$ cat src/include/counter_array_pkg.sv
package counter_array_pkg;

   localparam logic [7:0] CONTROL_ADDR = 8'hD8;
   localparam logic [7:0] MODE_ADDR = 8'hD9;
   localparam logic [7:0] PWM_CONFIG_ADDR = 8'hDF;

   localparam logic [7:0] MODE_RESET = 8'h40;
   localparam logic [7:0] PWM_CONFIG_RESET = 8'h00;
   localparam logic CONTROL_RUN_RESET = 1'h0;

   localparam int CONTROL_FLAG_BIT = 7;
   localparam int CONTROL_RUN_BIT = 6;
   localparam int MODE_LOCK_BIT = 5;
   localparam int PWM_FLAG_BIT = 5;
   localparam int MODE_IDLE_BIT = 7;
   localparam int MODE_ENABLE_BIT = 6;
   localparam int MODE_TB_LSB = 1;
   localparam int MODE_IRQ_BIT = 0;
   localparam int PWM_RELOAD_BIT = 7;
   localparam int PWM_IRQ_BIT = 6;
   localparam int PWM_LENGTH_LSB = 0;

   localparam logic [2:0] TB_SYS_DIV12 = 3'h0;
   localparam logic [2:0] TB_SYS_DIV4 = 3'h1;
   localparam logic [2:0] TB_TIMER0 = 3'h2;
   localparam logic [2:0] TB_EXT_FALL = 3'h3;
   localparam logic [2:0] TB_SYS = 3'h4;
   localparam logic [2:0] TB_EXT_DIV8 = 3'h5;
   localparam logic [2:0] TB_RTC_DIV8 = 3'h6;

   localparam int DIV_SYS12 = 12;
   localparam int DIV_SYS4 = 4;
   localparam int DIV_SLOW8 = 8;
   localparam int DIV_WIDTH = 4;

   localparam int CHANNELS = 6;
   localparam logic [15:0] COUNTER_MAX = 16'hFFFF;

   typedef struct packed
   {
      logic idle_suspend;
      logic watchdog_enable;
      logic watchdog_lock;
      logic unused;
      logic [2:0] timebase_select;
      logic overflow_irq_enable;
   } mode_type;

   typedef struct packed
   {
      logic autoreload_select;
      logic cycle_overflow_irq_enable;
      logic cycle_overflow_flag;
      logic [2:0] unused;
      logic [1:0] cycle_length_select;
   } pwm_config_type;

   typedef struct packed
   {
      logic write;
      logic [7:0] addr;
      logic [7:0] wdata;
   } sfr_request_type;

endpackage : counter_array_pkg

$ cat src/core/sync_fall_detect.sv
`timescale 1ns/10ps
module sync_fall_detect
(
   input wire logic clock,
   input wire logic rst,
   input wire logic async_in,
   output logic fall_pulse
);
   logic stage1_reg;
   logic stage2_reg;
   logic stage3_reg;

   // Two-stage synchroniser, third stage for edge
   always_ff @(posedge clock or posedge rst)
   begin
      if (rst)
      begin
         stage1_reg <= 1'b1;
         stage2_reg <= 1'b1;
         stage3_reg <= 1'b1;
      end
      else
      begin
         stage1_reg <= async_in;
         stage2_reg <= stage1_reg;
         stage3_reg <= stage2_reg;
      end
   end

   assign fall_pulse = stage3_reg & ~stage2_reg;
endmodule : sync_fall_detect

$ cat src/core/tick_divider.sv
`timescale 1ns/10ps
module tick_divider
#(
   parameter int DIVISOR = 4,
   parameter int WIDTH = 4
)
(
   input wire logic clock,
   input wire logic rst,
   input wire logic tick_in,
   output logic tick_out
);
   localparam logic [WIDTH-1:0] LAST = WIDTH'(DIVISOR - 1);
   logic [WIDTH-1:0] count_reg;

   // Pulse on every DIVISOR-th input tick
   always_ff @(posedge clock or posedge rst)
   begin
      if (rst)
         count_reg <= '0;
      else if (tick_in)
         count_reg <= (count_reg == LAST) ? '0 : count_reg + WIDTH'(1);
   end

   assign tick_out = tick_in & (count_reg == LAST);
endmodule : tick_divider

$ cat src/core/counter_array_config.sv
`timescale 1ns/10ps
//Behaviour
//[RL1] Idle-suspend set halts the counter array while the CPU idles.
//[RL2] Watchdog-enable hands module 5 over to watchdog duty.
//[RL3] Once locked, watchdog-enable cannot be cleared until system reset.
//[RL4] While watchdog-enable is set, other mode bits ignore writes; the lock bit is still set by a write with bit 5 high.
//[RL5] Timebase codes 000, 001, 010, 100 pick sysclk/12, /4, timer0, sysclk.
//[RL6] Code 011 counts falling edges of external count input, at most sysclk/4.
//[RL7] Codes 101 and 110 count external and RTC clocks divided by 8, synchronised.
//[RL8] Overflow flag with its enable raises the counter array interrupt.
//[RL9] Mode bit 4 reads zero and ignores writes.
//[RL10] Auto-reload select steers capture/compare accesses to reload registers.
//[RL11] Reload values apply only in 9, 10 and 11-bit PWM.
//[RL12] Cycle-overflow flag with its enable raises the interrupt.
//[RL13] Cycle-overflow flag sets on carry out of bit 8..11 per length select.
//[RL14] Hardware or software sets cycle-overflow flag; only software clears it.
//[RL15] Cycle length select 00..11 gives 8..11-bit PWM cycles.
//[RL16] Cycle length applies to non-16-bit PWM channels only.
//[RL17] PWM config bits 4 to 2 read zero, writes discarded.
//[RL18] Counter wrap from FFFF to 0000 sets overflow flag; software clears.
//[RL19] Counter advances only while run-control is set.
//[RL20] External count input synchronised in two stages, falling edge one-cycle pulse.
//[RL21] Interrupt request is OR of every enabled source.
module counter_array_config
   import counter_array_pkg::*;
(
   input wire logic clock,
   input wire logic rst,
   input wire sfr_request_type sfr_request,
   output logic [7:0] sfr_rdata,
   input wire logic cpu_idle,
   input wire logic timer0_overflow,
   input wire logic external_count_input,
   input wire logic external_clock,
   input wire logic rtc_clock,
   input wire logic module_irq,
   input wire logic [CHANNELS-1:0] channel_pwm_enable,
   input wire logic [CHANNELS-1:0] channel_pwm16,
   output logic [15:0] counter_value,
   output logic counter_tick,
   output logic module5_watchdog,
   output logic autoreload_select,
   output logic [1:0] cycle_length_select,
   output logic [CHANNELS-1:0] channel_cycle_end,
   output logic [CHANNELS-1:0] channel_reload_active,
   output logic irq
);
   mode_type mode_reg;
   pwm_config_type pwm_reg;
   logic counter_run_reg;
   logic counter_overflow_flag_reg;
   logic [15:0] counter_reg;
   logic [7:0] rdata_reg;
   logic write_control;
   logic write_mode;
   logic write_pwm;
   logic ext_fall;
   logic ext_clock_fall;
   logic rtc_fall;
   logic sys_div12;
   logic sys_div4;
   logic ext_div8;
   logic rtc_div8;
   logic timebase_tick;
   logic run_active;
   logic advance;
   logic counter_wrap;
   logic cycle_wrap;
   logic [10:0] cycle_mask;

   assign write_control = sfr_request.write && sfr_request.addr == CONTROL_ADDR;
   assign write_mode = sfr_request.write && sfr_request.addr == MODE_ADDR;
   assign write_pwm = sfr_request.write && sfr_request.addr == PWM_CONFIG_ADDR;

   // External count input edge
   sync_fall_detect ext_count_sync
   (
      .clock(clock),
      .rst(rst),
      .async_in(external_count_input),
      .fall_pulse(ext_fall)
   ); // RL20 RL6

   sync_fall_detect ext_clock_sync
   (
      .clock(clock),
      .rst(rst),
      .async_in(external_clock),
      .fall_pulse(ext_clock_fall)
   ); // RL7

   sync_fall_detect rtc_clock_sync
   (
      .clock(clock),
      .rst(rst),
      .async_in(rtc_clock),
      .fall_pulse(rtc_fall)
   ); // RL7

   tick_divider #(.DIVISOR(DIV_SYS12), .WIDTH(DIV_WIDTH)) div_sys12
   (
      .clock(clock),
      .rst(rst),
      .tick_in(1'b1),
      .tick_out(sys_div12)
   );

   tick_divider #(.DIVISOR(DIV_SYS4), .WIDTH(DIV_WIDTH)) div_sys4
   (
      .clock(clock),
      .rst(rst),
      .tick_in(1'b1),
      .tick_out(sys_div4)
   );

   tick_divider #(.DIVISOR(DIV_SLOW8), .WIDTH(DIV_WIDTH)) div_ext8
   (
      .clock(clock),
      .rst(rst),
      .tick_in(ext_clock_fall),
      .tick_out(ext_div8)
   ); // RL7

   tick_divider #(.DIVISOR(DIV_SLOW8), .WIDTH(DIV_WIDTH)) div_rtc8
   (
      .clock(clock),
      .rst(rst),
      .tick_in(rtc_fall),
      .tick_out(rtc_div8)
   ); // RL7

   // Timebase selection
   always_comb
   begin
      case (mode_reg.timebase_select)
         TB_SYS_DIV12: timebase_tick = sys_div12; // RL5
         TB_SYS_DIV4: timebase_tick = sys_div4; // RL5
         TB_TIMER0: timebase_tick = timer0_overflow; // RL5
         TB_EXT_FALL: timebase_tick = ext_fall; // RL6
         TB_SYS: timebase_tick = 1'b1; // RL5
         TB_EXT_DIV8: timebase_tick = ext_div8; // RL7
         TB_RTC_DIV8: timebase_tick = rtc_div8; // RL7
         default: timebase_tick = 1'b0;
      endcase
   end

   assign run_active = counter_run_reg && !(mode_reg.idle_suspend && cpu_idle); // RL19 RL1
   assign advance = run_active && timebase_tick;
   assign counter_wrap = advance && counter_reg == COUNTER_MAX;

   // Cycle length mask
   always_comb
   begin
      case (pwm_reg.cycle_length_select)
         2'h0: cycle_mask = 11'h0FF; // RL15
         2'h1: cycle_mask = 11'h1FF; // RL15
         2'h2: cycle_mask = 11'h3FF; // RL15
         2'h3: cycle_mask = 11'h7FF; // RL15
         default: cycle_mask = 11'h0FF;
      endcase
   end

   assign cycle_wrap = advance && ((counter_reg[10:0] & cycle_mask) == cycle_mask); // RL13

   // Counter
   always_ff @(posedge clock or posedge rst)
   begin
      if (rst)
         counter_reg <= 16'h0000;
      else if (advance)
         counter_reg <= counter_reg + 16'h0001; // RL19
   end

   // Control register: run bit and overflow flag
   always_ff @(posedge clock or posedge rst)
   begin
      if (rst)
      begin
         counter_run_reg <= CONTROL_RUN_RESET;
         counter_overflow_flag_reg <= 1'b0;
      end
      else
      begin
         if (write_control)
            counter_run_reg <= sfr_request.wdata[CONTROL_RUN_BIT];
         if (counter_wrap)
            counter_overflow_flag_reg <= 1'b1; // RL18
         else if (write_control)
            counter_overflow_flag_reg <= sfr_request.wdata[CONTROL_FLAG_BIT];
      end
   end

   // Mode register
   always_ff @(posedge clock or posedge rst)
   begin
      if (rst)
         mode_reg <= mode_type'(MODE_RESET);
      else if (write_mode)
      begin
         if (sfr_request.wdata[MODE_LOCK_BIT])
            mode_reg.watchdog_lock <= 1'b1; // RL3
         if (!mode_reg.watchdog_lock)
            mode_reg.watchdog_enable <= sfr_request.wdata[MODE_ENABLE_BIT]; // RL3 RL2
         if (!mode_reg.watchdog_enable)
         begin
            mode_reg.idle_suspend <= sfr_request.wdata[MODE_IDLE_BIT]; // RL4
            mode_reg.timebase_select <= sfr_request.wdata[MODE_TB_LSB +: 3]; // RL4
            mode_reg.overflow_irq_enable <= sfr_request.wdata[MODE_IRQ_BIT]; // RL4
         end
         mode_reg.unused <= 1'b0; // RL9
      end
   end

   // PWM configuration register
   always_ff @(posedge clock or posedge rst)
   begin
      if (rst)
         pwm_reg <= pwm_config_type'(PWM_CONFIG_RESET);
      else
      begin
         if (write_pwm)
         begin
            pwm_reg.autoreload_select <= sfr_request.wdata[PWM_RELOAD_BIT];
            pwm_reg.cycle_overflow_irq_enable <= sfr_request.wdata[PWM_IRQ_BIT];
            pwm_reg.cycle_length_select <= sfr_request.wdata[PWM_LENGTH_LSB +: 2];
            pwm_reg.unused <= 3'h0; // RL17
         end
         if (cycle_wrap)
            pwm_reg.cycle_overflow_flag <= 1'b1; // RL13 RL14
         else if (write_pwm)
            pwm_reg.cycle_overflow_flag <= sfr_request.wdata[PWM_FLAG_BIT]; // RL14
      end
   end

   // Read data
   always_ff @(posedge clock or posedge rst)
   begin
      if (rst)
         rdata_reg <= 8'h00;
      else
      begin
         case (sfr_request.addr)
            CONTROL_ADDR: rdata_reg <= {counter_overflow_flag_reg, counter_run_reg, 6'h00};
            MODE_ADDR: rdata_reg <= mode_reg; // RL9
            PWM_CONFIG_ADDR: rdata_reg <= pwm_reg; // RL17
            default: rdata_reg <= 8'h00;
         endcase
      end
   end

   assign sfr_rdata = rdata_reg;
   assign counter_value = counter_reg;
   assign counter_tick = advance;
   assign module5_watchdog = mode_reg.watchdog_enable; // RL2
   assign autoreload_select = pwm_reg.autoreload_select; // RL10
   assign cycle_length_select = pwm_reg.cycle_length_select; // RL15
   assign channel_cycle_end = {CHANNELS{cycle_wrap}} & channel_pwm_enable & ~channel_pwm16; // RL16
   assign channel_reload_active = (pwm_reg.cycle_length_select != 2'h0) ?
      (channel_pwm_enable & ~channel_pwm16) : {CHANNELS{1'b0}}; // RL11
   assign irq = (counter_overflow_flag_reg && mode_reg.overflow_irq_enable) // RL8 RL21
      || (pwm_reg.cycle_overflow_flag && pwm_reg.cycle_overflow_irq_enable) // RL12
      || module_irq;

   // Checks
   a_idle_halts: assert property (@(posedge clock) disable iff (rst) // RL1
      mode_reg.idle_suspend && cpu_idle |=> counter_reg == $past(counter_reg))
      else $error("counter moved while idle-suspended");
   a_lock_holds: assert property (@(posedge clock) disable iff (rst) // RL3
      mode_reg.watchdog_lock && mode_reg.watchdog_enable |=> mode_reg.watchdog_enable && mode_reg.watchdog_lock)
      else $error("locked watchdog enable was cleared");
   a_mode_frozen: assert property (@(posedge clock) disable iff (rst) // RL4
      mode_reg.watchdog_enable |=> mode_reg.timebase_select == $past(mode_reg.timebase_select)
         && mode_reg.idle_suspend == $past(mode_reg.idle_suspend)
         && mode_reg.overflow_irq_enable == $past(mode_reg.overflow_irq_enable))
      else $error("mode bits changed under watchdog");
   a_sys_count: assert property (@(posedge clock) disable iff (rst) // RL5
      run_active && mode_reg.timebase_select == TB_SYS |=> counter_reg == $past(counter_reg) + 16'h0001)
      else $error("undivided timebase did not advance");
   a_div4_rate: assert property (@(posedge clock) disable iff (rst) // RL5
      advance && mode_reg.timebase_select == TB_SYS_DIV4 && !write_mode
         |=> !advance [*3])
      else $error("divide-by-four tick too fast");
   a_overflow_irq: assert property (@(posedge clock) disable iff (rst) // RL8
      counter_overflow_flag_reg && mode_reg.overflow_irq_enable |-> irq)
      else $error("overflow interrupt missing");
   a_unused_zero: assert property (@(posedge clock) disable iff (rst) // RL9
      !mode_reg.unused && pwm_reg.unused == 3'h0)
      else $error("unused bits not zero");
   a_cycle_set: assert property (@(posedge clock) disable iff (rst) // RL13
      cycle_wrap |=> pwm_reg.cycle_overflow_flag && irq == pwm_reg.cycle_overflow_irq_enable || module_irq
         || counter_overflow_flag_reg)
      else $error("cycle overflow not flagged");
   a_cycle_sticky: assert property (@(posedge clock) disable iff (rst) // RL14
      pwm_reg.cycle_overflow_flag && !write_pwm |=> pwm_reg.cycle_overflow_flag)
      else $error("cycle overflow cleared by hardware");
   a_wrap_flag: assert property (@(posedge clock) disable iff (rst) // RL18
      counter_wrap |=> counter_overflow_flag_reg && counter_reg == 16'h0000)
      else $error("wrap did not set overflow flag");
   a_stopped_holds: assert property (@(posedge clock) disable iff (rst) // RL19
      !counter_run_reg |=> counter_reg == $past(counter_reg))
      else $error("counter moved while stopped");
   c_ext_edge: cover property (@(posedge clock) disable iff (rst)
      mode_reg.timebase_select == TB_EXT_FALL && advance);
   c_wrap: cover property (@(posedge clock) disable iff (rst) counter_wrap);
   c_lock: cover property (@(posedge clock) disable iff (rst) write_mode && mode_reg.watchdog_lock);
endmodule : counter_array_config

$ cat config.mk
export PLATFORM = sky130hd
export DESIGN_NAME = counter_array_config
export DESIGN_NICKNAME = d
export VERILOG_FILES = /design/src/include/counter_array_pkg.sv /design/src/core/sync_fall_detect.sv /design/src/core/tick_divider.sv /design/src/core/counter_array_config.sv
export SDC_FILE = /design/constraint.sdc
export NUM_CORES = 1
export LEC_CHECK = 0
export BUFFER_PORTS_ARGS = -buffer_cell sky130_fd_sc_hd__clkbuf_2
export CAP_MARGIN = 20
export CORE_UTILIZATION = 45
export CTS_CLUSTER_DIAMETER = 50
export DETAILED_ROUTE_END_ITERATION = 8
export PLACE_DENSITY = 0.75
export SLEW_MARGIN = 30
export SYNTH_ARGS = -nofsm -noshare
export SYNTH_HDL_FRONTEND = slang
export SYNTH_HIERARCHICAL = 1
export SYNTH_SLANG_ARGS = --single-unit
$ cat constraint.sdc
create_clock -name clock -period 2.07 [get_ports clock]
set_input_delay 0.3105 -clock clock [delete_from_list [all_inputs] [get_ports clock]]
set_output_delay 0.3105 -clock clock [all_outputs]
set_load 0.03 [all_outputs]
* Word level (Yosys, flattened, before mapping)
Index checks and enable logic that the tools add are counted.
** Operators by class
- Bitwise gates (word level) :: 15
- Mux-type cells :: 12
- Reduce and logical (&&, ||, !) cells :: 21
- Eq/ne operators :: 18
- Add/subtract/negate cells :: 5
** Operators by type and width (number)
- $pmux W11 S4 :: 1
- $eq A8 B8 Y1 const B :: 3
- $pmux W8 S3 :: 1
- $and A6 B6 Y6 :: 3
- $add A16 B1 Y16 const B :: 1
- $add A4 B1 Y4 const B :: 4
- $eq A16 B16 Y1 const B :: 1
- $mux W4 :: 4
- $and A11 B11 Y11 :: 1
- $eq A11 B11 Y1 :: 1
- $logic_and A1 B1 Y1 :: 10
- $eq A3 B3 Y1 const B :: 3
- $eq A4 B3 Y1 const B :: 2
- $pmux W1 S7 :: 1
- $eq A3 B2 Y1 const B :: 2
- $mux W6 :: 1
- $not A6 Y6 :: 1
- $reduce_and A2 Y1 :: 3
- $reduce_bool A2 Y1 :: 3
- $and A1 B1 Y1 :: 5
- $not A1 Y1 :: 5
- $eq A2 B2 Y1 const B :: 2
- $eq A4 B2 Y1 const B :: 1
- $eq A4 B4 Y1 const B :: 1
- 7 further kinds :: 11
** Word-level totals
- Logic and storage cells :: 97
- Flip-flop bits (word level) :: 63
- Output and inout bits :: 42
- Input port bits :: 37

* Longest topological paths before layout
- Depth after elaboration :: 8
- Gate-level depth with buffers :: 9
- Mapped depth without buffers :: 9

* Hierarchy
The synthesis kept the hierarchy.
** Modules (own cells, without submodules)
- counter_array_config :: cells an instance 168, instances 1, area each 1799.2 µm²
- tick_divider at div_ext8 ... :: cells an instance 17, instances 2, area each 195.2 µm²
- sync_fall_detect :: cells an instance 5, instances 3, area each 96.3 µm²
- tick_divider at div_sys12 :: cells an instance 21, instances 1, area each 216.5 µm²
- tick_divider at div_sys4 :: cells an instance 17, instances 1, area each 198.9 µm²

* Worst setup path before layout
No wires, ideal clock.
- Path type :: reg2out
- Start point :: register div_sys12.count_reg[0]
- End point :: output channel_cycle_end[0]
- Arrival :: 2226 ps
- Cell stages (with the launch flop) :: 10
- Data required time :: 1760 ps
- Setup slack :: -466 ps
- Cells stage by stage :: dfrtp_1 ha_1 nand2_2 nor3b_1 mux2_1 o311a_2 nand4_4 inv_1 o2111ai_2 nor2_1
** On the way
- Longest elaborated chain between the ends :: 6
** Ends and longest elaborated chain
- start: declaration :: RTL line tick_divider.sv:14 : logic [WIDTH-1:0] count_reg;
- start signal: assignment :: RTL line tick_divider.sv:22 : count_reg <= (count_reg == LAST) ? '0 : count_reg + WIDTH'(1);
- $eq A4 B4 Y1 :: RTL line tick_divider.sv:25 : assign tick_out = tick_in & (count_reg == LAST);
- via sys_div12 :: RTL line counter_array_config.sv:60 : logic sys_div12;
- $pmux W1 S7 :: RTL line counter_array_config.sv:135 : case (mode_reg.timebase_select)
- $logic_and A1 B1 Y1 :: RTL line counter_array_config.sv:148 : assign advance = run_active && timebase_tick;
- via counter_tick :: RTL line counter_array_config.sv:40 : output logic counter_tick,
- $logic_and A1 B1 Y1 :: RTL line counter_array_config.sv:163 : assign cycle_wrap = advance && ((counter_reg[10:0] & cycle_mask) == cycle_mask);
- $and A6 B6 Y6 (2 in series) :: RTL line counter_array_config.sv:257 : assign channel_cycle_end = {CHANNELS{cycle_wrap}} & channel_pwm_enable & ~channel_pwm16;
- end: declaration :: RTL line counter_array_config.sv:44 : output logic [CHANNELS-1:0] channel_cycle_end,
The timed path passes the listed nets, and every way through them passes these cells.

* Worst setup path in the final report
- Start point :: register div_sys12.count_reg[1]
- End point :: output channel_cycle_end[4]
** On the way
- Longest elaborated chain between the ends :: 6
** Ends and longest elaborated chain (RTL line)
- $eq A4 B4 Y1 :: tick_divider.sv:25
- via sys_div12 :: counter_array_config.sv:60
- $pmux W1 S7 :: counter_array_config.sv:135
- $logic_and A1 B1 Y1 :: counter_array_config.sv:148
- $logic_and A1 B1 Y1 :: counter_array_config.sv:163
- $and A6 B6 Y6 (2 in series) :: counter_array_config.sv:257
The timed path passes the listed nets, and every way through them passes these cells.

==> results.toml <==
[clock_network]
clk_pin_slew_ps = 60
clock_latency_ps = 350
htreeDepth = 3
cts_inserted_buffers = 9
tritoncts = "built"
root_buffer = "clkbuf_8"
clock_path_buffers = 2
clock-sinks = 62

[placed_design]
place_congestion = 0.7338
placed_cell_area_mm2 = 0.003734
numPortBuffers = 76
dp.final_hpwl_um = 4637
place_ws_ps = -212.1

[cells_and_area]
regArea_mm2 = 0.001564
antennaDiodeCount = 0
multi_input_area_mm2 = 0.001468
fin_util_pct = 70.15
final_area_mm2 = 0.004252
nets = 438
num-fill-cells = 437
final_common_cell = "clkbuf_2"
largest_register_ffs = 16
drive_gt1_share_pct = 49.88
syn2layout_area_growth_pct = 46.91
layout_common_cells = "clkbuf_2, dfrtp_1, buf_4"

[route]
routedWlPerCell_um = 14.26
final_antenna_net_count = 0
drt_iter0_markers = 134
route.detailed.drc = 0
drt_first_pass_iters = 4
drt_wl_total_um = 6786
vias_per_cell = 5.025
vias = 2392

[die]
dieWidth_um = 82.20
dieArea_mm2 = 0.006756
start_util_pct = 47.75
die_height_um = 82.20
ios = 79
core_area_mm2 = 0.006061
rows = 28

[status]
outcome = "finished, violations left"
violations = "setup timing"

[pwr]
worst_ir_drop_vdd_mv = 0.5038
power_leakage_nw = 2.182
power_mw = 3.437
power.density_mw_per_mm2 = 808.5

[sta]
setup_viol = 10
rsz0062_at_grt = "true"
max_freq_mhz = 384.6
fin_crit_ps = 2600
finalHoldViolCount = 0
finalCritPeriodShare_pct = 125.6
hold_ws_ps = 52.31
finalWorstSetupSlack_ps = -530.3
skew_ps = 13.38
drv_slew = 0

[global_routing]
first_global_vias = 2271
grt_use_met2_pct = 34.21
grt_max_degree = 38
met1_usage_pct = 25.18
track_usage_pct = 21.02
overflow = 0
grt_use_met3_pct = 7.473
busiest_layer = "met2"
grt_pass1_wl_um = 10340
antenna_found_initial = 0

[logic_synthesis]
synth_seq_area_share_pct = 54.04
synth-async-reset-ratio_pct = 100.0
synth_seq_cells = 62
synthFlopType = "dfrtp_1"
postSynthAreaPerCell_um2 = 11.35
synthesis.area_mm2 = 0.002894
yosysWarnings = 6
syn_inst = 255
synth-edff-count = 0
yosysUniqueCellTypes = 47

[hold_path]
hold_path.class = "input port to flip-flop"
holdPathStages = 1

[setup_path]
crit_fanout = 7
critPathLaunchType = "flip-flop"
crit_arrival_ps = 2290
crit_path_end_kind = "output pin"
reg2reg_depth = 16
path_class = "flip-flop to output pin"
required_ps = 1760

[run]
cap_violations = 0
worst max-delay path, stage by stage (launching register included):
cell	delay (ps)
dfrtp_1	380
ha_2	200
nand2_2	70
nor3b_2	40
mux2_4	270
o311a_4	320
nand4_4	90
clkinvlp_4	140
o2111ai_4	100
buf_12	180
nor2_4	50
buf_8	130
synth_stat cells (6+ instances only):
cell type	instances	area share, %
dfstp_2	10	9.1
nand2b_1	13	2.8
xor2_1	9	2.7
mux2_2	15	5.8
nand2_1	19	2.5
inv_1	15	1.9
xnor2_1	9	2.7
nor2_1	23	3.0
dfrtp_1	52	45
o21ai_0	6	1.0
nand3_1	11	1.9
power breakdown:
| group | internal, mW | total, mW | switching (mW) |
|---|---|---|---|
| registers | 1.37 | 1.49 | 0.113 |
| logic | 0.428 | 0.748 | 0.320 |
| clock network | 0.740 | 1.20 | 0.462 |
cell type report:
type,instances,area share (%)
inverters,15,1.413
well taps,75,2.207
multi-input cells,184,34.52
clock buffers,12,3.649
clock inverters,4,1.648
repair buffers,124,19.78
flip-flops and latches,62,36.79
per-layer routing:
| layer | up-vias | routed length [um] | part of all wire (%) |
|---|---|---|---|
| met5 | - | 0 | 0 |
| met4 | 0 | 219 | 3.2 |
| met3 | 17 | 376 | 5.5 |
| met2 | 79 | 3403 | 50 |
| met1 | 1146 | 2786 | 41 |
| li1 | 1150 | - | - |
what timing repair did:
| item | 4_1_cts | 5_1_grt |
|---|---|---|
| hold buffers | 1 | 0 |
| hold endpoints to repair | 16 | 0 |
| setup endpoints to repair | 12 | 18 |
| resized for setup | 20 | 20 |
| pin swaps | 10 | 5 |
| setup buffers | 9 | 6 |
kinds of logic after synthesis:
logic type	count (synthesis)	share of synthesized area [%]
other cells	2	0.2595
mux	21	8.257
flops	62	54.04
buf+inv	19	3.113
fa+ha+maj	5	2.162
simple gates	108	21.40
compound gates	20	5.318
xor+xnor	18	5.448
path summary, 6_finish.rpt:
path                                      startpoint  slack (ps)                   endpoint
hold reg to reg            ext_count_sync/stage1_reg         360  ext_count_sync/stage2_reg
max in group asynchronous                        rst         990           module5_watchdog
setup / recovery              div_sys12/count_reg[1]        -530       channel_cycle_end[4]
setup reg to reg              div_sys12/count_reg[1]        -410                 pwm_reg[5]
hold / removal                        external_clock          50  ext_clock_sync/stage1_reg
min in group asynchronous                        rst         500     div_sys12/count_reg[2]
stage by stage:
| stage | setup TNS [ps] | cells |
|---|---|---|
| 6_report | -4089 | 476 |
| 2_1_floorplan | -1164 | 265 |
| 4_1_cts | -3947 | 472 |
| 3_5_place_dp | -1460 | 447 |
| 3_3_place_gp | -1009 | 447 |
| 5_1_grt | -5647 | 476 |
(Power assumes the default switching activity.)
